$ cat config.mk
export PLATFORM = sky130hd
export DESIGN_NAME = rcc_top
export DESIGN_NICKNAME = d
export VERILOG_FILES = /design/src/verilog/rcc_pkg.sv /design/src/verilog/rcc_trim_if.sv /design/src/verilog/rcc_trimmer.sv /design/src/verilog/rcc_alarm_seq.sv /design/src/verilog/rcc_top.sv
export VERILOG_INCLUDE_DIRS = /design/src /design/src/verilog
export SDC_FILE = /design/constraint.sdc
export NUM_CORES = 1
export LEC_CHECK = 0
export ABC_AREA = 1
export BUFFER_PORTS_ARGS = -buffer_cell sky130_fd_sc_hd__buf_4
export CAP_MARGIN = 20
export CORE_UTILIZATION = 61
export CTS_CLUSTER_SIZE = 16
export DETAILED_ROUTE_END_ITERATION = 16
export GPL_TIMING_DRIVEN = 0
export PLACE_DENSITY = 0.83
export SLEW_MARGIN = 20
export SYNTH_ARGS = -nofsm -noshare
export SYNTH_HDL_FRONTEND = slang
export SYNTH_SLANG_ARGS = --single-unit
$ cat constraint.sdc
create_clock -name CORE_CLK_IN -period 3.1 [get_ports CORE_CLK_IN]
set_input_delay 0.465 -clock CORE_CLK_IN [delete_from_list [all_inputs] [get_ports CORE_CLK_IN]]
set_output_delay 0.465 -clock CORE_CLK_IN [all_outputs]
set_load 0.05 [all_outputs]
$ cat src/verilog/rcc_defs.svh
// Purpose: offsets, field positions, reset values and timing counts
// Assumes: 32-bit register words, byte addresses
// Notes: included by every design module and the testbench; the package and the interface do not include it
`ifndef RCC_DEFS_SVH
`define RCC_DEFS_SVH
`define RCC_OFF_CFGCAL 8'h00
`define RCC_OFF_PADCFG 8'h04
`define RCC_OFF_ALCFG 8'h08
`define RCC_OFF_MINUTES_SECONDS_VALUE 8'h0C
`define RCC_OFF_EVENT 8'h10
`define RCC_OFF_STATUS 8'h14
`define RCC_OFF_MASK 8'h18
`define RCC_OFF_ALVALH 8'h1C
`define RCC_CFG_RESET 16'h0000
`define RCC_PAD_RESET 16'h0000
`define RCC_AL_RESET 16'h0000
`define RCC_BIT_EN 15
`define RCC_BIT_WREN 13
`define RCC_BIT_HALF 11
`define RCC_BIT_OE 10
`define RCC_BIT_SECSEL 1
`define RCC_BIT_TTL 0
`define RCC_BIT_ALEN 15
`define RCC_BIT_CHIME 14
`define RCC_CFG_WMASK 16'hA7FF
`define RCC_PAD_WMASK 16'h0003
`define RCC_TRIM_STEP 4
`define RCC_TICKS_PER_MIN 16'd60
`define RCC_ST_ALARM 0
`define RCC_ST_MINUTE 1
`define RCC_ST_HALF 2
`define RCC_AXI_OKAY 2'b00
`define RCC_AXI_SLVERR 2'b10
`endif

$ cat src/verilog/rcc_pkg.sv
// Purpose: shared types of the clock configuration block
// Assumes: nothing beyond the defs header
// Notes: types only; numbers live in rcc_defs.svh
package rcc_pkg;
    typedef enum logic [3:0] {
        RCC_EVERY_HALF, RCC_EVERY_SEC, RCC_EVERY_10SEC, RCC_EVERY_MIN,
        RCC_EVERY_10MIN, RCC_EVERY_HOUR, RCC_EVERY_DAY, RCC_EVERY_WEEK,
        RCC_EVERY_MONTH, RCC_EVERY_YEAR, RCC_RSV_A, RCC_RSV_B,
        RCC_RSV_C, RCC_RSV_D, RCC_RSV_E, RCC_RSV_F
    } rcc_interval_t;
    typedef enum logic [1:0] {
        RCC_BUS_IDLE, RCC_BUS_WRESP, RCC_BUS_RDATA
    } rcc_bus_state_t;
endpackage

$ cat src/verilog/rcc_trim_if.sv
// Purpose: carries trim requests and pulse adjustments between modules
// Assumes: single clock
// Notes: trim is the signed drift field
`timescale 1ns/1ps
interface rcc_trim_if;
    logic [7:0] trim;
    logic minute_pulse;
    logic add_pulse;
    logic drop_pulse;
    logic busy;
    modport ctrl (output trim, output minute_pulse,
                  input add_pulse, input drop_pulse, input busy);
    modport trimmer (input trim, input minute_pulse,
                     output add_pulse, output drop_pulse, output busy);
endinterface

$ cat src/verilog/rcc_trimmer.sv
// Purpose: spreads drift correction pulses after each minute mark
// Assumes: minute_pulse one cycle wide
// Notes: four pulses per code step, signed
`timescale 1ns/1ps
module rcc_trimmer (
    input wire logic clk_in,
    input wire logic por_in,
    rcc_trim_if.trimmer tr
);
    import rcc_pkg::*;
    `include "rcc_defs.svh"

    typedef struct packed {
        logic [9:0] left;
        logic neg;
        logic add;
        logic drop;
    } rcc_trim_state_t;

    rcc_trim_state_t s, next_s;

    // magnitude of correction in pulses
    function automatic logic [9:0] trim_pulses(input logic [7:0] t);
        logic [7:0] mag;
        mag = t[7] ? 8'(-t) : t;
        if (t == 8'h80) begin
            return 10'd512;
        end
        return 10'(mag) * 10'(`RCC_TRIM_STEP);
    endfunction

    // load at minute, then one pulse per cycle
    always_comb begin
        next_s = s;
        next_s.add = 1'b0;
        next_s.drop = 1'b0;
        if (tr.minute_pulse && s.left == 10'd0) begin
            next_s.left = trim_pulses(tr.trim); // [RL1] [RL2] [RL3] [RL4]
            next_s.neg = tr.trim[7]; // [RL5]
        end else if (s.left != 10'd0) begin
            next_s.left = s.left - 10'd1;
            next_s.add = ~s.neg;
            next_s.drop = s.neg;
        end
    end

    // state register, power-on reset only
    always_ff @(posedge clk_in) begin
        if (por_in) begin
            s <= '0;
        end else begin
            s <= next_s;
        end
    end

    assign tr.add_pulse = s.add;
    assign tr.drop_pulse = s.drop;
    assign tr.busy = (s.left != 10'd0);
endmodule

$ cat src/verilog/rcc_alarm_seq.sv
// Purpose: alarm enable, repeat count and window pointer sequencing
// Assumes: alarm_event from the comparison datapath, one cycle
// Notes: software writes take priority over pointer stepping
`timescale 1ns/1ps
module rcc_alarm_seq (
    input wire logic clk_in,
    input wire logic por_in,
    input wire logic wr_in,
    input wire logic [15:0] wdata_in,
    input wire logic valh_access_in,
    input wire logic alarm_event_in,
    output logic [15:0] cfg_out,
    output logic fired_out
);
    import rcc_pkg::*;
    `include "rcc_defs.svh"

    typedef struct packed {
        logic [15:0] cfg;
        logic fired;
    } rcc_alarm_state_t;

    rcc_alarm_state_t s, next_s;

    // event handling, pointer stepping, software write
    always_comb begin
        next_s = s;
        next_s.fired = 1'b0;
        if (alarm_event_in && s.cfg[`RCC_BIT_ALEN]) begin
            next_s.fired = 1'b1;
            if (s.cfg[7:0] != 8'h00) begin
                next_s.cfg[7:0] = s.cfg[7:0] - 8'h01;
            end else if (s.cfg[`RCC_BIT_CHIME]) begin
                next_s.cfg[7:0] = 8'hFF; // [RL17]
            end else begin
                next_s.cfg[`RCC_BIT_ALEN] = 1'b0; // [RL16]
            end
        end
        if (valh_access_in && s.cfg[9:8] != 2'b00) begin
            next_s.cfg[9:8] = s.cfg[9:8] - 2'b01; // [RL15]
        end
        if (wr_in) begin
            next_s.cfg = wdata_in; // [RL14]
        end
    end

    // state register
    always_ff @(posedge clk_in) begin
        if (por_in) begin
            s <= '0;
        end else begin
            s <= next_s;
        end
    end

    assign cfg_out = s.cfg;
    assign fired_out = s.fired;
endmodule

$ cat src/verilog/rcc_top.sv
// Purpose: clock configuration, drift trim and pin source over AXI4-Lite
// Assumes: SYS_RST_IN is the power-on reset
// Notes: timekeeping counters live outside; ticks arrive as pulses
`timescale 1ns/1ps
`include "rcc_defs.svh"

// Behaviour
// RL1 - largest positive trim code adds 508 pulses per minute
// RL2 - each positive trim step adds four pulses per minute
// RL3 - zero trim code adds and removes nothing
// RL4 - most negative trim code removes 512 pulses per minute
// RL5 - all ones trim code removes four pulses per minute
// RL6 - configuration register cleared only by power-on reset
// RL7 - module enable writable only while value write unlock is set
// RL8 - half second flag read only, cleared by minutes seconds low write
// RL9 - source select one puts seconds clock on the pin
// RL10 - source select zero puts alarm pulse on the pin
// RL11 - pin driven only while its output enable bit is set
// RL12 - buffer select one picks TTL, zero picks Schmitt buffers
// RL13 - pad register bits 15 to 2 read zero, ignore writes
// RL14 - four-bit mask selects alarm interval, upper codes reserved
// RL15 - alarm pointer decrements on high byte access, stops at zero
// RL16 - alarm enable clears after event when count zero, chime off
// RL17 - with chime, repeat count wraps from zero to FFh
module rcc_top (
    input wire logic CORE_CLK_IN,
    input wire logic SYS_RST_IN,
    input wire logic SECOND_TICK_IN,
    input wire logic HALF_TICK_IN,
    input wire logic ALARM_EVENT_IN,
    input wire logic [7:0] S_AXI_AWADDR_IN,
    input wire logic S_AXI_AWVALID_IN,
    output logic S_AXI_AWREADY_OUT,
    input wire logic [31:0] S_AXI_WDATA_IN,
    input wire logic [3:0] S_AXI_WSTRB_IN,
    input wire logic S_AXI_WVALID_IN,
    output logic S_AXI_WREADY_OUT,
    output logic [1:0] S_AXI_BRESP_OUT,
    output logic S_AXI_BVALID_OUT,
    input wire logic S_AXI_BREADY_IN,
    input wire logic [7:0] S_AXI_ARADDR_IN,
    input wire logic S_AXI_ARVALID_IN,
    output logic S_AXI_ARREADY_OUT,
    output logic [31:0] S_AXI_RDATA_OUT,
    output logic [1:0] S_AXI_RRESP_OUT,
    output logic S_AXI_RVALID_OUT,
    input wire logic S_AXI_RREADY_IN,
    output logic CLOCK_PIN_OUT,
    output logic CLOCK_PIN_OE_OUT,
    output logic MODULE_ENABLE_OUT,
    output logic TTL_BUFFERS_OUT,
    output logic [3:0] ALARM_INTERVAL_OUT,
    output logic ADD_PULSE_OUT,
    output logic DROP_PULSE_OUT,
    output logic MINUTES_SECONDS_VALUE_LOW_WRITE_OUT,
    output logic IRQ_OUT
);
    import rcc_pkg::*;

    // ----------------------------------------------------------------
    // state
    // ----------------------------------------------------------------
    typedef struct packed {
        rcc_bus_state_t bus;
        logic aw_got;
        logic w_got;
        logic [7:0] awaddr;
        logic [31:0] wdata;
        logic [3:0] wstrb;
        logic awready;
        logic wready;
        logic arready;
        logic bvalid;
        logic [1:0] bresp;
        logic rvalid;
        logic [31:0] rdata;
        logic [1:0] rresp;
        logic [15:0] cfgcal;
        logic [1:0] pad;
        logic [15:0] sec_count;
        logic sec_clk;
        logic [2:0] status;
        logic [2:0] mask;
        logic pin;
        logic pin_oe;
        logic irq;
        logic add;
        logic drop;
        logic minutes_seconds_value_wr;
    } rcc_state_t;

    rcc_state_t s, next_s;

    logic al_wr;
    logic valh_acc;
    logic [15:0] al_cfg;
    logic al_fired;
    rcc_trim_if tif ();

    // ----------------------------------------------------------------
    // helpers
    // ----------------------------------------------------------------
    // merge write data by byte enables into a 16-bit register
    function automatic logic [15:0] merge16(input logic [15:0] old,
                                            input logic [31:0] d,
                                            input logic [3:0] be);
        logic [15:0] r;
        r = old;
        if (be[0]) begin
            r[7:0] = d[7:0];
        end
        if (be[1]) begin
            r[15:8] = d[15:8];
        end
        return r;
    endfunction

    // known register offset: aligned words 00 to 1C
    function automatic logic mapped(input logic [7:0] a);
        logic low;
        low = a[7:5] == 3'b000;
        return low && a[1:0] == 2'b00;
    endfunction

    // ----------------------------------------------------------------
    // submodules
    // ----------------------------------------------------------------
    assign tif.trim = s.cfgcal[7:0];
    assign tif.minute_pulse = SECOND_TICK_IN &&
                              s.sec_count == `RCC_TICKS_PER_MIN - 16'd1;

    rcc_trimmer u_trim (
        .clk_in(CORE_CLK_IN),
        .por_in(SYS_RST_IN),
        .tr(tif.trimmer)
    );

    rcc_alarm_seq u_alarm (
        .clk_in(CORE_CLK_IN),
        .por_in(SYS_RST_IN),
        .wr_in(al_wr),
        .wdata_in(merge16(al_cfg, s.wdata, s.wstrb)),
        .valh_access_in(valh_acc),
        .alarm_event_in(ALARM_EVENT_IN),
        .cfg_out(al_cfg),
        .fired_out(al_fired)
    );

    // ----------------------------------------------------------------
    // next state
    // ----------------------------------------------------------------
    // bus handshakes, register writes, events, pin
    always_comb begin
        logic do_wr;
        logic [15:0] nc;
        logic [2:0] ev;
        next_s = s;
        do_wr = 1'b0;
        nc = 16'h0000;
        ev = 3'b000;
        al_wr = 1'b0;
        valh_acc = 1'b0;
        next_s.minutes_seconds_value_wr = 1'b0;
        next_s.awready = 1'b0;
        next_s.wready = 1'b0;
        next_s.arready = 1'b0;
        case (s.bus)
            RCC_BUS_IDLE: begin
                if (S_AXI_AWVALID_IN && !s.aw_got && !s.awready) begin
                    next_s.awready = 1'b1;
                end
                if (S_AXI_WVALID_IN && !s.w_got && !s.wready) begin
                    next_s.wready = 1'b1;
                end
                if (s.awready) begin
                    next_s.aw_got = 1'b1;
                    next_s.awaddr = S_AXI_AWADDR_IN;
                end
                if (s.wready) begin
                    next_s.w_got = 1'b1;
                    next_s.wdata = S_AXI_WDATA_IN;
                    next_s.wstrb = S_AXI_WSTRB_IN;
                end
                if (s.aw_got && s.w_got) begin
                    do_wr = 1'b1;
                    next_s.aw_got = 1'b0;
                    next_s.w_got = 1'b0;
                    next_s.bvalid = 1'b1;
                    next_s.bresp = mapped(s.awaddr) ? `RCC_AXI_OKAY
                                                    : `RCC_AXI_SLVERR;
                    next_s.bus = RCC_BUS_WRESP;
                end else if (S_AXI_ARVALID_IN && !s.arready &&
                             !s.aw_got && !s.w_got && !s.awready &&
                             !s.wready && !S_AXI_AWVALID_IN) begin
                    next_s.arready = 1'b1;
                end
                if (s.arready) begin
                    next_s.rvalid = 1'b1;
                    next_s.rresp = `RCC_AXI_OKAY;
                    next_s.rdata = 32'h0000_0000;
                    case (S_AXI_ARADDR_IN)
                        `RCC_OFF_CFGCAL: next_s.rdata[15:0] = s.cfgcal;
                        `RCC_OFF_PADCFG: next_s.rdata[1:0] = s.pad; // [RL13]
                        `RCC_OFF_ALCFG: next_s.rdata[15:0] = al_cfg;
                        `RCC_OFF_MINUTES_SECONDS_VALUE: next_s.rdata[15:0] = s.sec_count;
                        `RCC_OFF_EVENT: next_s.rdata[2:0] = s.status;
                        `RCC_OFF_STATUS: next_s.rdata[2:0] = s.status;
                        `RCC_OFF_MASK: next_s.rdata[2:0] = s.mask;
                        `RCC_OFF_ALVALH: valh_acc = 1'b1; // [RL15]
                        default: next_s.rresp = `RCC_AXI_SLVERR;
                    endcase
                    next_s.bus = RCC_BUS_RDATA;
                end
            end
            RCC_BUS_WRESP: begin
                if (S_AXI_BREADY_IN) begin
                    next_s.bvalid = 1'b0;
                    next_s.bus = RCC_BUS_IDLE;
                end
            end
            RCC_BUS_RDATA: begin
                if (S_AXI_RREADY_IN) begin
                    next_s.rvalid = 1'b0;
                    next_s.bus = RCC_BUS_IDLE;
                end
            end
            default: next_s.bus = RCC_BUS_IDLE;
        endcase

        // hardware state of the configuration register
        if (HALF_TICK_IN) begin
            next_s.cfgcal[`RCC_BIT_HALF] = ~s.cfgcal[`RCC_BIT_HALF];
        end
        if (do_wr) begin
            case (s.awaddr)
                `RCC_OFF_CFGCAL: begin
                    nc = merge16(s.cfgcal, s.wdata, s.wstrb);
                    nc = (nc & `RCC_CFG_WMASK) |
                         (next_s.cfgcal & ~`RCC_CFG_WMASK);
                    if (!s.cfgcal[`RCC_BIT_WREN]) begin
                        nc[`RCC_BIT_EN] = s.cfgcal[`RCC_BIT_EN]; // [RL7]
                    end
                    next_s.cfgcal = nc;
                end
                `RCC_OFF_PADCFG: begin
                    nc = merge16({14'h0000, s.pad}, s.wdata, s.wstrb);
                    next_s.pad = nc[1:0]; // [RL13]
                end
                `RCC_OFF_ALCFG: al_wr = 1'b1;
                `RCC_OFF_MINUTES_SECONDS_VALUE: begin
                    if (s.wstrb[0]) begin
                        next_s.cfgcal[`RCC_BIT_HALF] = 1'b0; // [RL8]
                        next_s.minutes_seconds_value_wr = 1'b1;
                    end
                end
                `RCC_OFF_ALVALH: valh_acc = 1'b1; // [RL15]
                `RCC_OFF_MASK: next_s.mask = s.wdata[2:0];
                default: nc = 16'h0000;
            endcase
        end

        // seconds clock and minute count
        if (SECOND_TICK_IN) begin
            next_s.sec_clk = ~s.sec_clk;
            next_s.sec_count = tif.minute_pulse ? 16'd0
                                                : s.sec_count + 16'd1;
        end

        // sticky events, set wins over write-one clear
        ev[`RCC_ST_ALARM] = al_fired;
        ev[`RCC_ST_MINUTE] = tif.minute_pulse;
        ev[`RCC_ST_HALF] = HALF_TICK_IN;
        if (do_wr && (s.awaddr == `RCC_OFF_STATUS ||
                      s.awaddr == `RCC_OFF_EVENT) && s.wstrb[0]) begin
            next_s.status = s.status & ~s.wdata[2:0];
        end
        next_s.status = next_s.status | ev;
        next_s.irq = |(next_s.status & next_s.mask);

        // pin source and enable
        next_s.pin_oe = next_s.cfgcal[`RCC_BIT_OE]; // [RL11]
        if (!next_s.pin_oe) begin
            next_s.pin = 1'b0; // [RL11]
        end else if (next_s.pad[`RCC_BIT_SECSEL]) begin
            next_s.pin = next_s.sec_clk; // [RL9]
        end else begin
            next_s.pin = al_fired; // [RL10]
        end
        next_s.add = tif.add_pulse;
        next_s.drop = tif.drop_pulse;
    end

    // ----------------------------------------------------------------
    // registers
    // ----------------------------------------------------------------
    // SYS_RST_IN acts as the power-on reset
    always_ff @(posedge CORE_CLK_IN) begin
        if (SYS_RST_IN) begin
            s <= '0;
            s.cfgcal <= `RCC_CFG_RESET; // [RL6]
        end else begin
            s <= next_s;
        end
    end

    // ----------------------------------------------------------------
    // outputs
    // ----------------------------------------------------------------
    assign S_AXI_AWREADY_OUT = s.awready;
    assign S_AXI_WREADY_OUT = s.wready;
    assign S_AXI_BVALID_OUT = s.bvalid;
    assign S_AXI_BRESP_OUT = s.bresp;
    assign S_AXI_ARREADY_OUT = s.arready;
    assign S_AXI_RVALID_OUT = s.rvalid;
    assign S_AXI_RDATA_OUT = s.rdata;
    assign S_AXI_RRESP_OUT = s.rresp;
    assign CLOCK_PIN_OUT = s.pin;
    assign CLOCK_PIN_OE_OUT = s.pin_oe;
    assign MODULE_ENABLE_OUT = s.cfgcal[`RCC_BIT_EN];
    assign TTL_BUFFERS_OUT = s.pad[`RCC_BIT_TTL]; // [RL12]
    assign ALARM_INTERVAL_OUT = al_cfg[13:10]; // [RL14]
    assign ADD_PULSE_OUT = s.add;
    assign DROP_PULSE_OUT = s.drop;
    assign MINUTES_SECONDS_VALUE_LOW_WRITE_OUT = s.minutes_seconds_value_wr;
    assign IRQ_OUT = s.irq;
endmodule

After elaboration in Yosys (flattened, before gate mapping)
Cells that the tools add are included.

storage, ports and cells
  flip-flop bits (word level) = 132
  word-level logic and storage cells = 216
  output and inout bits = 53
  bits of input ports = 62

operators by class
  reduce and logical (&&, ||, !) cells = 66
  multiplexer cells = 67
  bitwise operators = 13
  eq/ne operators = 27
  add/sub/neg operators = 5

operators by type and width
  operator                 number
  $mux W8                  11
  $eq A8 B5 Y1 const B     8
  $mux W10                 4
  $pmux W13 S3             1
  $mux W35                 1
  $eq A8 B4 Y1 const B     4
  $mux W16                 2
  $mux W1                  26
  $logic_and A1 B1 Y1      18
  $reduce_and A2 Y1        9
  $reduce_and A3 Y1        6
  $add A16 B1 Y16 const B  1
  $eq A16 B6 Y1 const B    1
  $eq A8 B3 Y1 const B     2
  $logic_not A8 Y1         2
  $mux W2                  8
  $ne A2 B2 Y1 const B     8
  $or A16 B15 Y16          1
  $reduce_bool A2 Y1       8
  $mux W14                 1
  $mux W3                  4
  $pmux W2 S6              1
  $reduce_or A3 Y1         4
  $mux W11                 1
  other kinds (28)         46

Depth between registers and ports, before layout
  depth after elaboration = 9
  gate-level depth with buffers = 11
  gate-level depth less buffers = 11

Modules after synthesis
Synthesis repeated with hierarchy kept, for this count alone.

unflattened totals
  cell total of the unflattened synthesis = 1000
  area, all modules = 6779.0 um^2

modules (own cells, without submodules)
  module         cells each  instances  area each (um^2)  sequential area each (um^2)
  rcc_top        689         1          4825.9            1941.9
  rcc_trimmer    154         1          977.2             260.2
  rcc_alarm_seq  157         1          975.9             340.3

Least setup slack after synthesis
No wires, ideal clock.

  path type = flip-flop to flip-flop
  start point = reg u_trim.s[3] (netlist name)
  end point = reg u_trim.s[11] (netlist name)
  stages on the path, launching flop included = 12
  data required time = 2986 ps
  clock period less this slack = 1577 ps
  library setup time = 114 ps
  arrival time = 1463 ps
  buffers on the path = 0
  path slack = 1523 ps
  cell sequence = dfxtp_1 -> inv_1 -> ha_1 -> nand2_1 -> nor2_1 -> nand2_1 -> nor2_1 -> nand3_2 -> nor2_2 -> nand3_1 -> nand2_1 -> nor2_1

between the ends
  longest elaborated chain between the ends = 3
  elaborated cells between the ends (all ways) = 7

ends and longest elaborated chain
  what                                                  RTL line                              text
  start, declared                                       rcc_trimmer.sv:20                     rcc_trim_state_t s, next_s;
  start signal, assigned                                rcc_trimmer.sv:52                     s <= next_s;
  $sub A10 B1 Y10 or $logic_not A10 Y1 (tied branches)  rcc_trimmer.sv:41, rcc_trimmer.sv:37
  $mux W10 or $logic_and A1 B1 Y1 (tied branches)       rcc_trimmer.sv:40, rcc_trimmer.sv:37
  $mux W10 or $reduce_bool A2 Y1 (tied branches)        -

Parallel ways exist; a longest one is shown, timed or not. The select of a mux whose other input is x is not followed.
A chain may end at the register's enable or synchronous reset.

Worst setup path in the final report
  start point = reg s[14] (netlist name)
  end point = reg s[13] (netlist name)

between the ends
  longest elaborated chain between the ends = 3

ends and longest elaborated chain
  what                    RTL line        text
  start, declared         rcc_top.sv:92   rcc_state_t s, next_s;
  start signal, assigned  rcc_top.sv:302  s <= next_s;
  $eq A16 B6 Y1           rcc_top.sv:130  s.sec_count == `RCC_TICKS_PER_MIN - 16'd1;
  $logic_and A1 B1 Y1     rcc_top.sv:129  assign tif.minute_pulse = SECOND_TICK_IN &&
  $mux W16                rcc_top.sv:265  next_s.sec_count = tif.minute_pulse ? 16'd0

No other way between the ends.

==> key figures <==
Layout
  – Layout Nets: 1131
  – Share of layout cells above drive strength 1: 0.189
  – Antenna Cells: 0
  – Area delta synth->final: 22.2%
  – Area of the multi-input gates: 0.00317 sq mm
  – Most common library cell in the layout ignoring fill and taps: nand2_1
  – Fill count: 857
  – Highest-count cells in the layout ignoring fill and taps: 165 x nand2_1, 138 x nor2_1, 127 x dfxtp_1
  – Post-route insts no fill: 1212
  – Register area: 0.00254 sq mm

Synthesis
  – Sequential-to-total area share from yosys stat: 0.391
  – Synthesized flop and latch total: 127
  – Top cells by area, synth: dfxtp_1 39%, nand2_1 9.5%, nor2_1 8.0%
  – Synthesized cell area: 0.00651 sq mm
  – Post-synth cell types: 38
  – EDFF count, synth: 0
  – Ys async rst share: 0
  – Leading area contributor after synthesis: dfxtp_1
  – Total of warnings raised by yosys: 0
  – Share of the synthesized area in the top cell type: 0.391
  – Main synth FF type: dfxtp_1
  – Avg Inst Size Synth: 6.85 sq um
  – Synthesized instance count: 950

Routing
  – Initial DRC Count: 463
  – DRT Pass-1 Iters: 7
  – WL/cell: 15.4 um
  – Vias post-DR: 6634
  – Drt drc: 0
  – Routed wire length: 18600 um
  – Post-route ant nets: 0
  – Via density: 5.47

CTS
  – Clock sinks: 127
  – Hold buffer count at cts: 0
  – CTS max path bufs: 2
  – Clock transition at path regs: 0.06 ns
  – CTS tree: done
  – Clock Root Buffer: clkbuf_8
  – Post-CTS resize count: 0
  – CTS H-tree depth: 4
  – Worst skew pair latency: 0.54 ns
  – Cts bufs inserted: 17
  – Setup repair bufs after CTS: 0

Power
  – LEAKAGE: 3.51 nW
  – Pwr/cell area: 600 mW/mm^2
  – Peak supply drop: 0.550 mV

Timing
  – Clock Skew: 0.00587 ns
  – Slew Limit Headroom: 0.493
  – Slew @ Worst Pin: 0.761 ns
  – Final setup viols: 0
  – Crit share post-route: 0.637
  – Max Freq: 506 MHz
  – Final hold violation count: 0
  – Clock period minus worst slack: 1.97 ns
  – TNS Setup: 0 ns
  – RSZ-0062 raised after global routing: false
  – Pins Over Slew Limit: 0

Outcome
  – Outcome: finished, final reports clean

Min path
  – HP Class: in -> reg

Critical path
  – Critical path class: reg -> reg
  – CP Data Required Time: 3.50 ns
  – Critical path arrival: 2.38 ns
  – CP Max Fanout: 10
  – Critical Path Source Type: flop
  – Critical Path Sink Type: flop

Die
  – Initial Utilization: 0.630
  – Die ar.: 0.0111 sq mm
  – Row cnt: 37
  – I/O Pins: 115
  – Die W: 105 um
  – CORE AREA: 0.0103 sq mm
  – Die height: 105 um

GRT
  – Largest net degree at the start of global routing: 17
  – GR Util All Layers: 0.351
  – Global-route wire length before repair: 30000 um
  – Antenna violations before repair: 0
  – Vias in the first global route: 5992
  – Overflow after GRT: 0

Placed design
  – Port Buffer Count: 77
  – Routability Congestion: 0.941
  – Post-Place Cells: 1180
  – DP HPWL: 13600 um

Flow run
  – Max-cap violations: 0
==> synthesized netlist by cell type, types with 13 or more instances <==
cell type	count
o21ai_0	63
o21ai_1	18
nor3_1	15
nor2_1	138
nand3_1	93
inv_2	13
nand2_1	165
clkbuf_1	13
dfxtp_1	127
a21oi_1	70
inv_1	94
buf_4	42
==> state kept, by name (all words and copies together), names as in the netlist, 11 cells and up <==
signal,cells
u_trim.s,11
S_AXI_RDATA_OUT,16
u_alarm.cfg_out,16
s,67
==> layer usage <==
| metal | global-route usage | vias to the layer above | part of all wire |
|---|---|---|---|
| li1 | - | 3282 | - |
| met1 | 0.440 | 2972 | 0.41 |
| met2 | 0.575 | 326 | 0.47 |
| met3 | 0.0686 | 54 | 0.080 |
| met4 | 0.173 | 0 | 0.038 |
| met5 | 0 | - | 0 |
==> path summary, 6_finish.rpt <==
check / from / to / slack, ns / depth (start not counted)
setup / recovery: s[14] / s[13] / 1.13 / 10
hold / removal: HALF_TICK_IN / s[42] / 0.13 / 2
hold reg to reg: u_trim.tr.add_pulse / ADD_PULSE_OUT / 0.42 / 2
setup reg to reg: s[14] / s[13] / 1.13 / 10
==> power breakdown <==
part / internal, W / leakage [nW] / switching [W]
logic: 0.000279 / 2.18 / 0.000560
clock network: 0.00139 / 0.303 / 0.000732
registers: 0.00174 / 1.03 / 0.0000749
total: 0.00341 / 3.51 / 0.00137
==> metrics by stage <==
stage / utilization / power [W] / setup WS [ns] / cell area, sq um / hold WS (ns)
2_1_floorplan: - / 0.00244 / 1.52 / 6570 / 0.388
3_3_place_gp: 0.709 / 0.00264 / 1.03 / 7320 / 0.391
3_5_place_dp: 0.709 / 0.00266 / 1.03 / 7320 / 0.401
4_1_cts: 0.770 / 0.00476 / 1.13 / 7950 / 0.126
5_1_grt: 0.770 / 0.00497 / 0.898 / 7950 / 0.152
6_report: 0.770 / 0.00477 / 1.13 / 7950 / 0.132
==> worst max-delay path, stage by stage (launching register included) <==
cell and delay (ns):
dfxtp_1 0.40, ha_1 0.22, inv_1 0.07, nor2_1 0.12
nand3_1 0.09, nor2_1 0.11, nand2_1 0.25, nand2_1 0.28
inv_2 0.15, nand3_1 0.09, o31ai_1 0.06
==> layout make-up <==
type	instances	area share
inverter	107	0.0505
buffer	70	0.0571
tap	136	0.0214
multi-input combinational	663	0.399
clock inverter	10	0.0198
clock buffer	22	0.0595
sequential	127	0.320
timing repair buffer	77	0.0727
==> kinds of logic after synthesis <==
group | share of synthesized area
AO/OA/AOI/OAI | 0.150
buffers and inverters | 0.132
adder cells (fa/ha/maj) | 0.0115
flip-flops | 0.391
XOR/XNOR | 0.0121
other | 0.000576
AND/OR/NAND/NOR | 0.304
Note: power is estimated with default switching activity, not from simulation.
